--- src/inc/tlpar_cfg.svh ---
// constants for the transaction acceptance and routing block
//
// Notes on behaviour
// messages pass regardless of bus master, power
// completer abort only for claimed, broken requests
// non-D0 bridge: downstream memory/io requests unsupported
// non-D0: type 1 config unsupported, type 0 unaffected
// completions pass in any power state
// completion matching no outstanding tag is unexpected
// tag match but other mismatch may be unexpected
// switch processes routing 100b, reserved, or known codes
// only the ack message may use routing 101b
// ack message must not arrive at upstream port
// optional routing checks report malformed on receiver
// switch credits: min of payload/unit and read size
// endpoints advertise infinite credits as all zeros
// downstream ports accept posted/completion without non-posted
// upstream port accepts posted/completion without downstream non-posted
// upstream accepts posted without own transmission
// upstream accepts non-posted without own non-posted
// completions always accepted, never stalled
// completion uses the request's traffic class
// interrupt disable bit stops and deasserts own interrupts
// forwarded interrupt messages ignore the disable bit
// without own interrupts the disable bit reads zero
// unsupported non-posted request gets unsupported completion
// unexpected completions dropped and flagged, tracking untouched
`ifndef TLPAR_CFG_SVH
`define TLPAR_CFG_SVH
`define TLPAR_ADDR_CMD 12'h004
`define TLPAR_ADDR_CTRL 12'h008
`define TLPAR_ADDR_STAT 12'h00C
`define TLPAR_ADDR_TRACK 12'h010
`define TLPAR_ADDR_CRED 12'h014
`define TLPAR_CMD_MASK 16'h0407
`define TLPAR_BIT_INTDIS 10
`define TLPAR_BIT_BME 2
`define TLPAR_ROUTE_LOCAL 3'h4
`define TLPAR_ROUTE_GATHER 3'h5
`define TLPAR_MSG_ACK 8'h1B
`define TLPAR_CPL_SC 3'h0
`define TLPAR_CPL_UR 3'h1
`define TLPAR_CPL_CA 3'h4
`define TLPAR_FC_UNIT_SH 4
`endif

--- src/inc/tlpar_pkg.sv ---
// types shared by the transaction acceptance and routing block
package tlpar_pkg;
  typedef enum logic [2:0] {tlpar_k_mem, tlpar_k_io, tlpar_k_cfg0, tlpar_k_cfg1,
    tlpar_k_msg, tlpar_k_cpl} tlpar_kind_type;
  // one received packet header
  typedef struct packed {
    tlpar_kind_type kind;
    logic posted;
    logic downstream;
    logic [2:0] tc;
    logic [7:0] tag;
    logic [2:0] route;
    logic [7:0] msg_code;
    logic msg_known;
    logic claimed;
    logic broken;
    logic other_mismatch;
  } tlpar_hdr_type;
  // verdict on a packet
  typedef struct packed {
    logic accept;
    logic unsupported;
    logic send_cpl;
    logic [2:0] cpl_status;
    logic [2:0] cpl_tc;
    logic [7:0] cpl_tag;
    logic local_msg;
    logic malformed;
    logic unexpected;
  } tlpar_verdict_type;
endpackage : tlpar_pkg

--- src/logic/tlpar_core.sv ---
// packet acceptance, routing checks, credits and legacy interrupt control
`include "tlpar_cfg.svh"
module tlpar_core #(
  parameter int TAGS = 32,
  parameter bit IS_SWITCH = 1'b1,
  parameter bit IS_UPSTREAM = 1'b0,
  parameter bit HAS_OWN_INTX = 1'b1,
  parameter bit CHECK_ROUTES = 1'b1,
  parameter logic [11:0] MAX_PAYLOAD_BYTES = 12'h200,
  parameter logic [11:0] MAX_READ_BYTES = 12'h200
) (
  // clock and reset
  input wire logic clk,
  input wire logic reset_n,
  // ahb-lite slave
  input wire logic hsel,
  input wire logic [31:0] haddr,
  input wire logic [1:0] htrans,
  input wire logic hwrite,
  input wire logic [2:0] hsize,
  input wire logic [31:0] hwdata,
  input wire logic hready,
  output logic [31:0] hrdata,
  output logic hreadyout,
  output logic hresp,
  // received packets
  input wire logic rx_valid,
  input wire tlpar_pkg::tlpar_hdr_type rx_hdr,
  output logic rx_ready,
  // verdict out
  output tlpar_pkg::tlpar_verdict_type verdict,
  output logic verdict_valid,
  // request issue tracking
  input wire logic req_issue,
  input wire logic [7:0] req_issue_tag,
  // own legacy interrupt and forwarded messages
  input wire logic intx_req,
  input wire logic fwd_intx_valid,
  input wire logic fwd_intx_assert,
  output logic intx_msg_valid,
  output logic intx_msg_assert,
  output logic intx_msg_own,
  // advertised non-posted data credits
  output logic [11:0] np_credit
);
  // ------------------------------------------------------------
  // register slave
  // ------------------------------------------------------------
  logic [15:0] cmd_r;
  logic d0_n_r;
  logic [31:0] stat_r;
  logic [31:0] stat_nxt;
  logic [TAGS-1:0] track_r;
  logic [TAGS-1:0] track_nxt;
  logic wr_pend_r;
  logic [11:0] wr_addr_r;
  logic [31:0] hrdata_r;

  wire logic take = hsel && hready && htrans[1];
  wire logic do_wr = wr_pend_r;
  wire logic wr_cmd = do_wr && (wr_addr_r == `TLPAR_ADDR_CMD);
  wire logic wr_ctrl = do_wr && (wr_addr_r == `TLPAR_ADDR_CTRL);
  wire logic wr_stat = do_wr && (wr_addr_r == `TLPAR_ADDR_STAT);
  wire logic [15:0] cmd_wmask = HAS_OWN_INTX ? `TLPAR_CMD_MASK :
    (`TLPAR_CMD_MASK & ~(16'h0001 << `TLPAR_BIT_INTDIS));
  wire logic int_dis = cmd_r[`TLPAR_BIT_INTDIS];

  // credit minimum: payload in units vs read request size
  wire logic [11:0] pay_units = MAX_PAYLOAD_BYTES >> `TLPAR_FC_UNIT_SH;
  wire logic [11:0] rd_units = MAX_READ_BYTES >> `TLPAR_FC_UNIT_SH;
  assign np_credit = IS_SWITCH ? ((pay_units < rd_units) ? pay_units : rd_units)
    : 12'h000;

  function automatic logic [31:0] rd_mux(input logic [11:0] a, input logic [15:0] c,
    input logic d, input logic [31:0] s, input logic [31:0] t, input logic [11:0] n);
    case (a)
      `TLPAR_ADDR_CMD: rd_mux = {16'h0000, c};
      `TLPAR_ADDR_CTRL: rd_mux = {31'h00000000, d};
      `TLPAR_ADDR_STAT: rd_mux = s;
      `TLPAR_ADDR_TRACK: rd_mux = t;
      `TLPAR_ADDR_CRED: rd_mux = {20'h00000, n};
      default: rd_mux = 32'h00000000;
    endcase
  endfunction : rd_mux

  assign hreadyout = 1'b1; // zero wait states
  assign hresp = 1'b0;
  assign hrdata = hrdata_r;

  // address phase capture and read data
  always_ff @(posedge clk or negedge reset_n) begin
    if (!reset_n) begin
      wr_pend_r <= 1'b0;
      wr_addr_r <= 12'h000;
      hrdata_r <= 32'h00000000;
    end else begin
      wr_pend_r <= take && hwrite;
      wr_addr_r <= haddr[11:0];
      if (take && !hwrite) begin
        hrdata_r <= rd_mux(haddr[11:0], cmd_r, d0_n_r, stat_r, 32'(track_r), np_credit);
      end
    end
  end

  // command and power state registers
  always_ff @(posedge clk or negedge reset_n) begin
    if (!reset_n) begin
      cmd_r <= 16'h0000;
      d0_n_r <= 1'b0;
    end else begin
      if (wr_cmd) begin
        cmd_r <= hwdata[15:0] & cmd_wmask;
      end
      if (wr_ctrl) begin
        d0_n_r <= hwdata[0];
      end
    end
  end

  // ------------------------------------------------------------
  // packet classification
  // ------------------------------------------------------------
  wire logic is_cpl = rx_hdr.kind == tlpar_pkg::tlpar_k_cpl;
  wire logic is_msg = rx_hdr.kind == tlpar_pkg::tlpar_k_msg;
  wire logic is_memio = (rx_hdr.kind == tlpar_pkg::tlpar_k_mem) ||
    (rx_hdr.kind == tlpar_pkg::tlpar_k_io);
  wire logic is_cfg1 = rx_hdr.kind == tlpar_pkg::tlpar_k_cfg1;
  // power filter touches only requests, never messages or completions
  wire logic pm_block = d0_n_r && ((is_memio && rx_hdr.downstream) || is_cfg1);
  wire logic tag_ok = (rx_hdr.tag < 8'(TAGS)) && track_r[rx_hdr.tag[$clog2(TAGS)-1:0]];
  wire logic unexp = is_cpl && (!tag_ok || rx_hdr.other_mismatch);
  wire logic is_ack = rx_hdr.msg_code == `TLPAR_MSG_ACK;
  wire logic bad_gather = is_msg && (rx_hdr.route == `TLPAR_ROUTE_GATHER) && !is_ack;
  wire logic bad_ack = is_msg && is_ack && IS_UPSTREAM;
  wire logic malformed = IS_SWITCH && CHECK_ROUTES && (bad_gather || bad_ack);
  wire logic local_msg = is_msg && !malformed && (rx_hdr.route == `TLPAR_ROUTE_LOCAL ||
    rx_hdr.route > `TLPAR_ROUTE_GATHER || rx_hdr.msg_known);
  // messages bypass bus master enable and power state entirely
  wire logic unsup = !is_cpl && !is_msg && (pm_block || !rx_hdr.claimed);
  wire logic abort = !is_cpl && !is_msg && !unsup && rx_hdr.broken;
  wire logic want_cpl = !is_cpl && !is_msg && !rx_hdr.posted;

  // acceptance never waits on any transmission; always ready
  assign rx_ready = 1'b1;
  wire logic rx_fire = rx_valid && rx_ready;

  // ------------------------------------------------------------
  // verdict and tracking
  // ------------------------------------------------------------
  tlpar_pkg::tlpar_verdict_type v_nxt;
  always_comb begin
    v_nxt.accept = !unexp && !malformed;
    v_nxt.unsupported = unsup;
    v_nxt.send_cpl = want_cpl;
    v_nxt.cpl_status = unsup ? `TLPAR_CPL_UR : (abort ? `TLPAR_CPL_CA : `TLPAR_CPL_SC);
    v_nxt.cpl_tc = rx_hdr.tc;
    v_nxt.cpl_tag = rx_hdr.tag;
    v_nxt.local_msg = local_msg;
    v_nxt.malformed = malformed;
    v_nxt.unexpected = unexp;
  end

  // unexpected completions leave tracking alone; issue wins over retire
  always_comb begin
    track_nxt = track_r;
    if (rx_fire && is_cpl && !unexp) begin
      track_nxt[rx_hdr.tag[$clog2(TAGS)-1:0]] = 1'b0;
    end
    if (req_issue && (req_issue_tag < 8'(TAGS))) begin
      track_nxt[req_issue_tag[$clog2(TAGS)-1:0]] = 1'b1;
    end
  end

  // sticky status: bit0 unexpected, bit1 malformed, bit2 unsupported; set beats clear
  always_comb begin
    stat_nxt = stat_r;
    if (wr_stat) begin
      stat_nxt = stat_r & ~hwdata;
    end
    if (rx_fire) begin
      stat_nxt[0] = stat_nxt[0] | unexp;
      stat_nxt[1] = stat_nxt[1] | malformed;
      stat_nxt[2] = stat_nxt[2] | unsup;
    end
    stat_nxt[31:3] = 29'h00000000;
  end

  always_ff @(posedge clk or negedge reset_n) begin
    if (!reset_n) begin
      verdict <= '0;
      verdict_valid <= 1'b0;
      track_r <= '0;
      stat_r <= 32'h00000000;
    end else begin
      verdict_valid <= rx_fire;
      if (rx_fire) begin
        verdict <= v_nxt;
      end
      track_r <= track_nxt;
      stat_r <= stat_nxt;
    end
  end

  // ------------------------------------------------------------
  // legacy interrupt messages
  // ------------------------------------------------------------
  logic intx_sent_r;
  wire logic own_want = intx_req && !int_dis && HAS_OWN_INTX;
  wire logic own_chg = own_want != intx_sent_r; // disable forces deassert
  // forwarded messages take priority and ignore the disable bit
  always_ff @(posedge clk or negedge reset_n) begin
    if (!reset_n) begin
      intx_sent_r <= 1'b0;
      intx_msg_valid <= 1'b0;
      intx_msg_assert <= 1'b0;
      intx_msg_own <= 1'b0;
    end else begin
      intx_msg_valid <= fwd_intx_valid || own_chg;
      intx_msg_own <= !fwd_intx_valid && own_chg;
      if (fwd_intx_valid) begin
        intx_msg_assert <= fwd_intx_assert;
      end else if (own_chg) begin
        intx_msg_assert <= own_want;
        intx_sent_r <= own_want;
      end
    end
  end
endmodule : tlpar_core

--- config.mk ---
export PLATFORM = sky130hd
export DESIGN_NAME = tlpar_core
export DESIGN_NICKNAME = d
export VERILOG_FILES = /design/src/inc/tlpar_pkg.sv /design/src/logic/tlpar_core.sv
export VERILOG_INCLUDE_DIRS = /design/src /design/src/inc
export SDC_FILE = /design/constraint.sdc
export NUM_CORES = 1
export LEC_CHECK = 0
export BUFFER_PORTS_ARGS = -buffer_cell sky130_fd_sc_hd__clkbuf_2
export CAP_MARGIN = 20
export CORE_UTILIZATION = 51
export CTS_BUF_LIST = sky130_fd_sc_hd__clkbuf_4 sky130_fd_sc_hd__clkbuf_8
export CTS_CLUSTER_SIZE = 24
export DETAILED_ROUTE_END_ITERATION = 6
export PLACE_DENSITY = 0.89
export SKIP_LAST_GASP = 1
export SLEW_MARGIN = 20
export SYNTH_ARGS = -nofsm -noshare
export SYNTH_HDL_FRONTEND = slang
export SYNTH_SLANG_ARGS = --single-unit
--- constraint.sdc ---
create_clock -name clk -period 1.8 [get_ports clk]
set_input_delay 0.09 -clock clk [delete_from_list [all_inputs] [get_ports clk]]
set_output_delay 0.09 -clock clk [all_outputs]
set_load 0.1 [all_outputs]
==> results of run 1 <==
routing by layer:
metal / vias to the layer above / share of wire / routed length [um]
li1: 2063 / - / -
met1: 2204 / 0.43 / 5830
met2: 221 / 0.49 / 6550
met3: 26 / 0.064 / 868
met4: 0 / 0.017 / 226
met5: - / 0 / 0
worst max path at each step:
stage / slack [ns] / cells after the start / to / startpoint
after floorplan: 0.22 / 5 / cmd_r[0]$_DFFE_PN0P_ / wr_addr_r[4]$_DFF_PN0_
after global placement: -0.0007 / 7 / verdict[19]$_DFFE_PN0P_ / rx_hdr[16]
after detailed placement: -0.05 / 6 / track_r[30]$_DFF_PN0_ / rx_hdr[21]
after CTS: 0.01 / 5 / cmd_r[1]$_DFFE_PN0P_ / wr_addr_r[1]$_DFF_PN0_
after global routing: -0.08 / 4 / intx_msg_assert$_DFFE_PN0P_ / cmd_r[10]$_DFFE_PN0P_
final: -0.01 / 6 / track_r[26]$_DFF_PN0_ / track_r[27]$_DFF_PN0_
per-stage QoR:
stage | util | std cells | total power [uW]
floorplan | - | 487 | 3460
global placement | 0.615 | 728 | 3710
detailed placement | 0.615 | 728 | 3750
CTS | 0.666 | 775 | 5210
global route | 0.676 | 778 | 5380
finish | 0.676 | 778 | 5190
critical path, stage by stage, from the launching register on:
cell      delay, ns
dfrtp_1        0.41
mux4_2         0.50
nand2b_1       0.17
nand3_1        0.11
o211ai_2       0.13
buf_6          0.19
a21oi_1        0.19
what timing repair did:
action,in CTS,in global routing
hold buffers,31,0
setup buffers,0,2
endpoints found under the setup margin,0,43
resized for setup,0,6
endpoints found under the hold margin,137,0
power by group:
| part | total [uW] | switching, uW | internal (uW) |
|---|---|---|---|
| registers | 2640 | 92.7 | 2550 |
| logic | 1120 | 827 | 296 |
| clock network | 1430 | 890 | 537 |
| total | 5190 | 1810 | 3380 |
final cells by class:
cell class	instances	area [um^2]
fill	755	3170
sequential	108	2700
multi-input combinational	328	2230
timing repair buffer	185	1290
tap	133	166
clock buffer	9	124
clock inverter	7	65.1
inverter	8	30.0
synthesized netlist by cell type (all sizes together), types with 3 or more instances:
cell type	instances
mux2	17
nand2b	15
a2111oi	6
a211oi	16
or2	4
nor3b	4
a21oi	69
inv	8
clkbuf	13
a22oi	3
nor4	8
nand3b	5
o22ai	3
o21ai	13
nand3	6
buf	30
nor2b	4
or3	3
a22o	32
nor3	13
mux2i	18
dfrtp	108
nor2	24
nand2	22
cell families (layout without fill, tap and decap cells):
family / after synthesis / after routing / synth area share
fa+ha+maj: 1 / 1 / 0.00194
buf+inv: 51 / 209 / 0.0572
compound gates: 151 / 151 / 0.195
mux: 36 / 36 / 0.0763
xor+xnor: 1 / 1 / 0.00170
simple gates: 123 / 123 / 0.143
flops: 108 / 108 / 0.524
other cells: 2 / 16 / 0.00145
registers in the layout, summed over array words and instances, names as in the netlist, 3 cells and up:
name and flops:
cmd_r 4, wr_addr_r 12, track_r 32, hrdata 32
stat_r 3, verdict 18
==> flow_summary.json, run 1 <==
{
  "netlist.area_leader.share": 0.524,
  "synthesis.area_mm2": 0.00516,
  "fp-row-count": 36,
  "gp_congestion": 0.880,
  "synth-seq-area-share": 0.524,
  "setup_slack_ns": -0.00991,
  "most-common-layout-cells": "clkbuf_2 (118), dfrtp_1 (108), a21oi_1 (69)",
  "r2r-start": "track_r[27]$_DFF_PN0_",
  "holdCritPathClass": "in2reg",
  "initial_core_util": 0.528,
  "first_global_vias": 4379,
  "n_antenna_cell": 0,
  "drt_iter0_drc": 309,
  "tightest_slew_ns": 0.543,
  "grt_pass1_wl_um": 21200,
  "io_pins": 189,
  "dp_slack_ns": -0.0511,
  "report.final.setup_viol": 1,
  "p_per_area_mw_per_mm2": 786,
  "rsz0062_at_grt": "true",
  "dr.pass1.iters": 7,
  "whs_ns": 0.0316,
  "clock-skew-final_ns": 0.0133,
  "final_common_cell": "clkbuf_2",
  "placed_cell_area_mm2": 0.00601,
  "fin_area_mm2": 0.00661,
  "dieArea_mm2": 0.0105,
  "grt_remaining_overflow": 0,
  "core_mm2": 0.00977,
  "min_to": "verdict[17]$_DFFE_PN0P_",
  "setup.worst_path.start_class": "flip-flop",
  "cts.htree.levels": 3,
  "track_usage": 0.263,
  "cts_tree": "done",
  "failed_checks": "setup timing",
  "rr_worst_depth": 6,
  "grt_antenna_before_repair": 0,
  "synth_cell_types": 58,
  "root_buffer": "clkbuf_8",
  "fp.dieW_um": 103,
  "yosysWarningCount": 0,
  "grt_max_degree": 109,
  "final.setup.tns_ns": -0.00991,
  "met1_usage": 0.349,
  "clkSinkCount": 108,
  "hold_viol": 0,
  "cp.required_ns": 2.08,
  "die_y_um": 103,
  "io_buffers": 120,
  "syn_inst": 473,
  "endpoint_kind": "flip-flop",
  "syn_area_per_cell_um2": 10.9,
  "rrSetupSlack_ns": -0.01,
  "min_period_ns": 1.81,
  "num-nets-final": 758,
  "wirelength_um": 13500,
  "worstHoldStart": "rx_hdr[27]",
  "fmax_mhz": 553,
  "synth_top_area_cell": "dfrtp_1",
  "relSlewSlack": 0.629,
  "status": "finished, violations left",
  "critical_path_arrival_ns": 2.09,
  "yosys-top-cells-area": "dfrtp_1 (52%), a21oi_1 (6.7%), a22o_1 (5.4%), mux2_2 (3.7%), mux2i_1 (3.5%)",
  "antenna_left": 0,
  "busiest_layer": "met2",
  "route.detailed.drc": 0,
  "crit_type": "reg2reg",
  "clk_latency_ns": 0.38,
  "wire_per_inst_um": 17.3,
  "synth_seq_cells": 108,
  "hold_depth": 3,
  "area_growth_pct": 27.9,
  "drive_gt1_frac": 0.316,
  "grtUsageMet3": 0.0400,
  "vias_per_cell": 5.80,
  "leakagePower_uw": 0.00312,
  "synth_ff_type": "dfrtp_1",
  "met2_usage": 0.435,
  "critPathMaxFanout": 18,
  "place_hpwl_um": 9100,
  "cap_violations": 0,
  "ir_drop_mv": 0.632,
  "synthArstFlopShare": 1.00,
  "numCtsBuffers": 9,
  "synth_edf_count": 0,
  "clockBufferDepth": 2,
  "fin_crit_sh": 1.01,
  "r2r-end": "track_r[26]$_DFF_PN0_",
  "path_clk_slew_ns": 0.11,
  "num_vias": 4514,
  "slew_violations": 0
}
(Power assumes the default switching activity.)
==> run 2: changes to the inputs <==
--- a/config.mk
+++ b/config.mk
@@ -8,6 +8,7 @@
 export LEC_CHECK = 0
 export BUFFER_PORTS_ARGS = -buffer_cell sky130_fd_sc_hd__clkbuf_2
 export CAP_MARGIN = 20
+export CORE_MARGIN = 2
 export CORE_UTILIZATION = 51
 export CTS_BUF_LIST = sky130_fd_sc_hd__clkbuf_4 sky130_fd_sc_hd__clkbuf_8
 export CTS_CLUSTER_SIZE = 24
==> flow_summary.json, run 2 (synthesis gave the netlist of run 1 again) <==
{
  "rr_worst_depth": 6,
  "routed-wl-met3_um": 765,
  "critPathLaunch": "track_r[24]$_DFF_PN0_",
  "tightest_slew_ns": 0.567,
  "holdCritPathClass": "in2reg",
  "cap_violations": 0,
  "ir_drop_mv": 0.458,
  "cts_tree": "done",
  "hold_viol": 1,
  "clkSinkCount": 108,
  "wirelength_um": 14100,
  "n_antenna_cell": 0,
  "wl_met2_um": 7000,
  "fin_crit_sh": 0.986,
  "fmax_mhz": 564,
  "grt_remaining_overflow": 0,
  "first_global_vias": 4484,
  "grt_pass1_wl_um": 22200,
  "r2r-end": "track_r[11]$_DFF_PN0_",
  "numCtsBuffers": 9,
  "multiInputGateArea_mm2": 0.00224,
  "switchingPower_uw": 1740,
  "final_common_cell": "clkbuf_2",
  "most-common-layout-cells": "clkbuf_2 (118), dfrtp_1 (108), a21oi_1 (69)",
  "grt_max_degree": 65,
  "pwr-share-comb": 0.215,
  "track_usage": 0.252,
  "clockBufferDepth": 2,
  "highest_layer": "met4",
  "clk_latency_ns": 0.37,
  "grt_antenna_before_repair": 0,
  "route.detailed.drc": 0,
  "fillers": 791,
  "gp_congestion": 0.883,
  "drt_iter0_drc": 356,
  "vias_per_cell": 5.84,
  "power.share.clock": 0.284,
  "place_hpwl_um": 9680,
  "io_buffers": 120,
  "seqPwrFrac": 0.501,
  "dp_slack_ns": -0.00311,
  "area_growth_pct": 27.7,
  "endpoint_kind": "flip-flop",
  "initial_core_util": 0.526,
  "cts.htree.levels": 3,
  "leakagePower_uw": 0.00312,
  "p_per_area_mw_per_mm2": 801,
  "rrSetupSlack_ns": 0.03,
  "core_mm2": 0.00982,
  "setup_slack_ns": 0.0259,
  "num_vias": 4534,
  "whs_ns": -0.00169,
  "num-nets-final": 758,
  "io_pins": 189,
  "min_period_ns": 1.77,
  "slew_violations": 0,
  "p_int_uw": 3540,
  "drive_gt1_frac": 0.323,
  "report.final.setup_viol": 0,
  "status": "finished, violations left",
  "path_clk_slew_ns": 0.10,
  "fp.dieW_um": 105,
  "final.setup.tns_ns": 0,
  "p_total_uw": 5280,
  "critPathMaxFanout": 32,
  "cp.required_ns": 2.08,
  "crit_type": "reg2reg",
  "die_y_um": 105,
  "dr.pass1.iters": 5,
  "wl_met1_um": 5970,
  "failed_checks": "hold timing",
  "fp-row-count": 36,
  "seqCellArea_mm2": 0.00270,
  "wire_per_inst_um": 18.1,
  "relSlewSlack": 0.612,
  "swShare": 0.329,
  "fin_area_mm2": 0.00659,
  "dieArea_mm2": 0.0109,
  "critical_path_arrival_ns": 2.05,
  "root_buffer": "clkbuf_8",
  "setup.worst_path.start_class": "flip-flop",
  "r2r-start": "track_r[24]$_DFF_PN0_",
  "antenna_left": 0,
  "clock-skew-final_ns": 0.0105,
  "endpoint": "track_r[11]$_DFF_PN0_",
  "placed_cell_area_mm2": 0.00605
}
## run 2: cell types whose count changed in the layout (fill, tap and decap cells not counted), sizes merged
cell         previous run  this run
buf                    34        39
bufinv                  0         1
clkbuf                129       130
clkinv                  2         1
clkinvlp                1         2
dlygate4sd3            31        27
inv                    12         8
## run 2: critical path: stages (launching register included)
cell and delay [ns]:
dfrtp_1 0.42, mux4_2 0.50, nand2b_1 0.18, nand3_2 0.10, o211ai_2 0.12, buf_12 0.19
a21oi_1 0.18
## run 2: cell type report
type | count | area share
well taps | 133 | 0.0253
multi-input cells | 328 | 0.340
flip-flops and latches | 108 | 0.410
inverters | 8 | 0.00456
clock buffers | 11 | 0.0220
repair buffers | 185 | 0.191
clock inverters | 4 | 0.00759
## run 2: how the worst min path moves through the flow
| stage | start | end | slack (ns) | cells past startpoint |
|---|---|---|---|---|
| final | hsel | do_wr$_DFF_PN0_ | -0.002 | 2 |
| after CTS | hsel | do_wr$_DFF_PN0_ | 0.003 | 2 |
| after global placement | reset_n | track_r[24]$_DFF_PN0_ | 0.09 | 2 |
| after detailed placement | reset_n | hrdata[26]$_DFFE_PN0P_ | 0.10 | 2 |
| after global routing | hsel | do_wr$_DFF_PN0_ | -0.001 | 2 |
| after floorplan | reset_n | cmd_r[0]$_DFFE_PN0P_ | -0.21 | 0 |
## run 2: layer usage
metal	up-vias	track usage
met4	0	0.0981
met5	-	0
met2	207	0.416
met3	29	0.0368
met1	2235	0.337
li1	2063	-
## run 2: timing repair
item | 4_1_cts | 5_1_grt
gates resized for setup | 0 | 6
setup buffers | 0 | 3
setup endpoints to repair | 0 | 64
hold buffers | 27 | 0
endpoints found under the hold margin | 134 | 0
## run 2: stage by stage
step | util | cells
floorplan | - | 487
global placement | 0.616 | 731
detailed placement | 0.616 | 731
CTS | 0.663 | 773
global route | 0.671 | 777
finish | 0.671 | 777
## run 2: power by group through the flow
stage,Clock [uW],Combinational [uW],Sequential (uW)
6_report,1500,1140,2640
5_1_grt,1610,1200,2660
4_1_cts,1490,1130,2640
3_5_place_dp,0,1080,2690
3_3_place_gp,0,1050,2680
2_1_floorplan,0,471,2990
==> run 3: changes to the inputs <==
--- a/config.mk
+++ b/config.mk
@@ -9,11 +9,10 @@
 export BUFFER_PORTS_ARGS = -buffer_cell sky130_fd_sc_hd__clkbuf_2
 export CAP_MARGIN = 20
 export CORE_MARGIN = 2
-export CORE_UTILIZATION = 51
-export CTS_BUF_LIST = sky130_fd_sc_hd__clkbuf_4 sky130_fd_sc_hd__clkbuf_8
+export CORE_UTILIZATION = 50
 export CTS_CLUSTER_SIZE = 24
 export DETAILED_ROUTE_END_ITERATION = 6
-export PLACE_DENSITY = 0.89
+export PLACE_DENSITY = 0.88
 export SKIP_LAST_GASP = 1
 export SLEW_MARGIN = 20
 export SYNTH_ARGS = -nofsm -noshare
==> flow_summary.json, run 3 (synthesis gave the netlist of run 1 again) <==
{
  "report.final.setup_viol": 0,
  "io_pins": 189,
  "track_usage": 0.236,
  "fmax_mhz": 567,
  "numCtsBuffers": 9,
  "rsz0062_at_grt": "true",
  "grt_pass1_wl_um": 20700,
  "fp.dieW_um": 106,
  "cp.required_ns": 2.10,
  "clkSinkCount": 108,
  "ir_drop_mv": 0.459,
  "switchingPower_uw": 1740,
  "gp_congestion": 0.919,
  "clock-skew-final_ns": 0.00780,
  "antenna_left": 0,
  "slew_violations": 0,
  "most-common-layout-cells": "clkbuf_2 (119), dfrtp_1 (108), a21oi_1 (68)",
  "n_antenna_cell": 0,
  "grt_max_degree": 65,
  "route.detailed.drc": 0,
  "drive_gt1_frac": 0.316,
  "fp-row-count": 37,
  "clk_latency_ns": 0.37,
  "die_y_um": 106,
  "p_int_uw": 3860,
  "num-nets-final": 756,
  "place_hpwl_um": 9040,
  "status": "completed",
  "core_mm2": 0.0102,
  "grt_antenna_before_repair": 0,
  "critPathMaxFanout": 16,
  "fin_crit_sh": 0.979,
  "placed_cell_area_mm2": 0.00598,
  "critical_path_arrival_ns": 2.06,
  "fin_area_mm2": 0.00668,
  "io_buffers": 120,
  "dr.pass1.iters": 5,
  "pwr-share-comb": 0.206,
  "post-route-util": 0.656,
  "vias_per_cell": 5.77,
  "num_vias": 4493,
  "final_common_cell": "clkbuf_2",
  "cap_violations": 0,
  "wire_per_inst_um": 17.5,
  "cts.htree.levels": 3,
  "hold_viol": 0,
  "power.share.clock": 0.323,
  "relSlewSlack": 0.631,
  "seqPwrFrac": 0.472,
  "swShare": 0.311,
  "rrSetupSlack_ns": 0.04,
  "crit_type": "reg2reg",
  "area_growth_pct": 29.4,
  "first_global_vias": 4181,
  "endpoint_kind": "flip-flop",
  "tightest_slew_ns": 0.539,
  "setup_slack_ns": 0.0369,
  "grt_remaining_overflow": 0,
  "setup.worst_path.start_class": "flip-flop",
  "cts_tree": "done",
  "leakagePower_uw": 0.00315,
  "drt_iter0_drc": 316,
  "clockBufferDepth": 2,
  "path_clk_slew_ns": 0.10,
  "p_per_area_mw_per_mm2": 838,
  "dieArea_mm2": 0.0112,
  "min_period_ns": 1.76,
  "root_buffer": "clkbuf_8",
  "dp_slack_ns": -0.0363,
  "holdCritPathClass": "in2reg",
  "initial_core_util": 0.507,
  "fillers": 802,
  "wirelength_um": 13600
}
run 3: changes by cell type in the layout (fill, tap and decap cells not counted), sizes merged:
cell	delta
clkinvlp	-2
dlygate4sd3	+4
bufinv	+2
clkbuf	+4
buf	-9
run 3: per-layer routing:
layer	track usage	vias up	routed length, um
met5	0	-	0
met4	0.109	0	435
met3	0.0390	43	1120
met2	0.360	239	6340
met1	0.332	2158	5730
li1	-	2053	-
run 3: critical path, cell delays in order, from the launching register on:
cell	delay, ns
dfrtp_1	0.41
mux4_2	0.50
nand2b_1	0.18
nand3_2	0.10
o211ai_4	0.13
clkbuf_16	0.22
a21oi_1	0.14
run 3: cell type report:
type | instances | area, um^2 | area share
Sequential cell | 108 | 2700 | 0.405
Multi-Input combinational cell | 328 | 2250 | 0.337
Timing Repair Buffer | 183 | 1270 | 0.191
Tap cell | 136 | 170 | 0.0255
Clock buffer | 12 | 155 | 0.0232
Clock inverter | 4 | 95.1 | 0.0142
Inverter | 8 | 30.0 | 0.00450
run 3: path summary, 6_finish.rpt:
| path | end | cells past startpoint | from |
|---|---|---|---|
| min in group asynchronous | hrdata[25]$_DFFE_PN0P_ | 3 | reset_n |
| worst min-delay path | do_wr$_DFF_PN0_ | 2 | htrans[1] |
| worst max-delay path | track_r[22]$_DFF_PN0_ | 6 | track_r[26]$_DFF_PN0_ |
| worst max register to register | track_r[22]$_DFF_PN0_ | 6 | track_r[26]$_DFF_PN0_ |
| worst min register to register | stat_r[0]$_DFF_PN0_ | 1 | stat_r[0]$_DFF_PN0_ |
| max in group asynchronous | verdict[13]$_DFFE_PN0P_ | 3 | reset_n |
run 3: power by group through the flow:
| stage | Clock, uW | Combinational [uW] | Sequential [uW] |
|---|---|---|---|
| finish | 1810 | 1150 | 2640 |
| global route | 1920 | 1210 | 2660 |
| CTS | 1820 | 1110 | 2640 |
| detailed placement | 0 | 1050 | 2680 |
| global placement | 0 | 1030 | 2680 |
| floorplan | 0 | 471 | 2990 |
run 3: stage by stage:
stage,TNS [ns],hold WS (ns),power [uW],cells
final,0,0.0169,5600,779
after global routing,-0.168,0.00474,5790,779
after CTS,0,0.00194,5570,772
after detailed placement,-0.283,0.117,3740,726
after global placement,-0.0171,0.115,3710,726
after floorplan,0,-0.206,3460,487
run 3: what timing repair did:
item,in CTS,in global routing
gates resized for setup,0,8
setup endpoints to repair,0,38
endpoints found under the hold margin,137,1
setup buffers,0,2
hold buffers,30,1
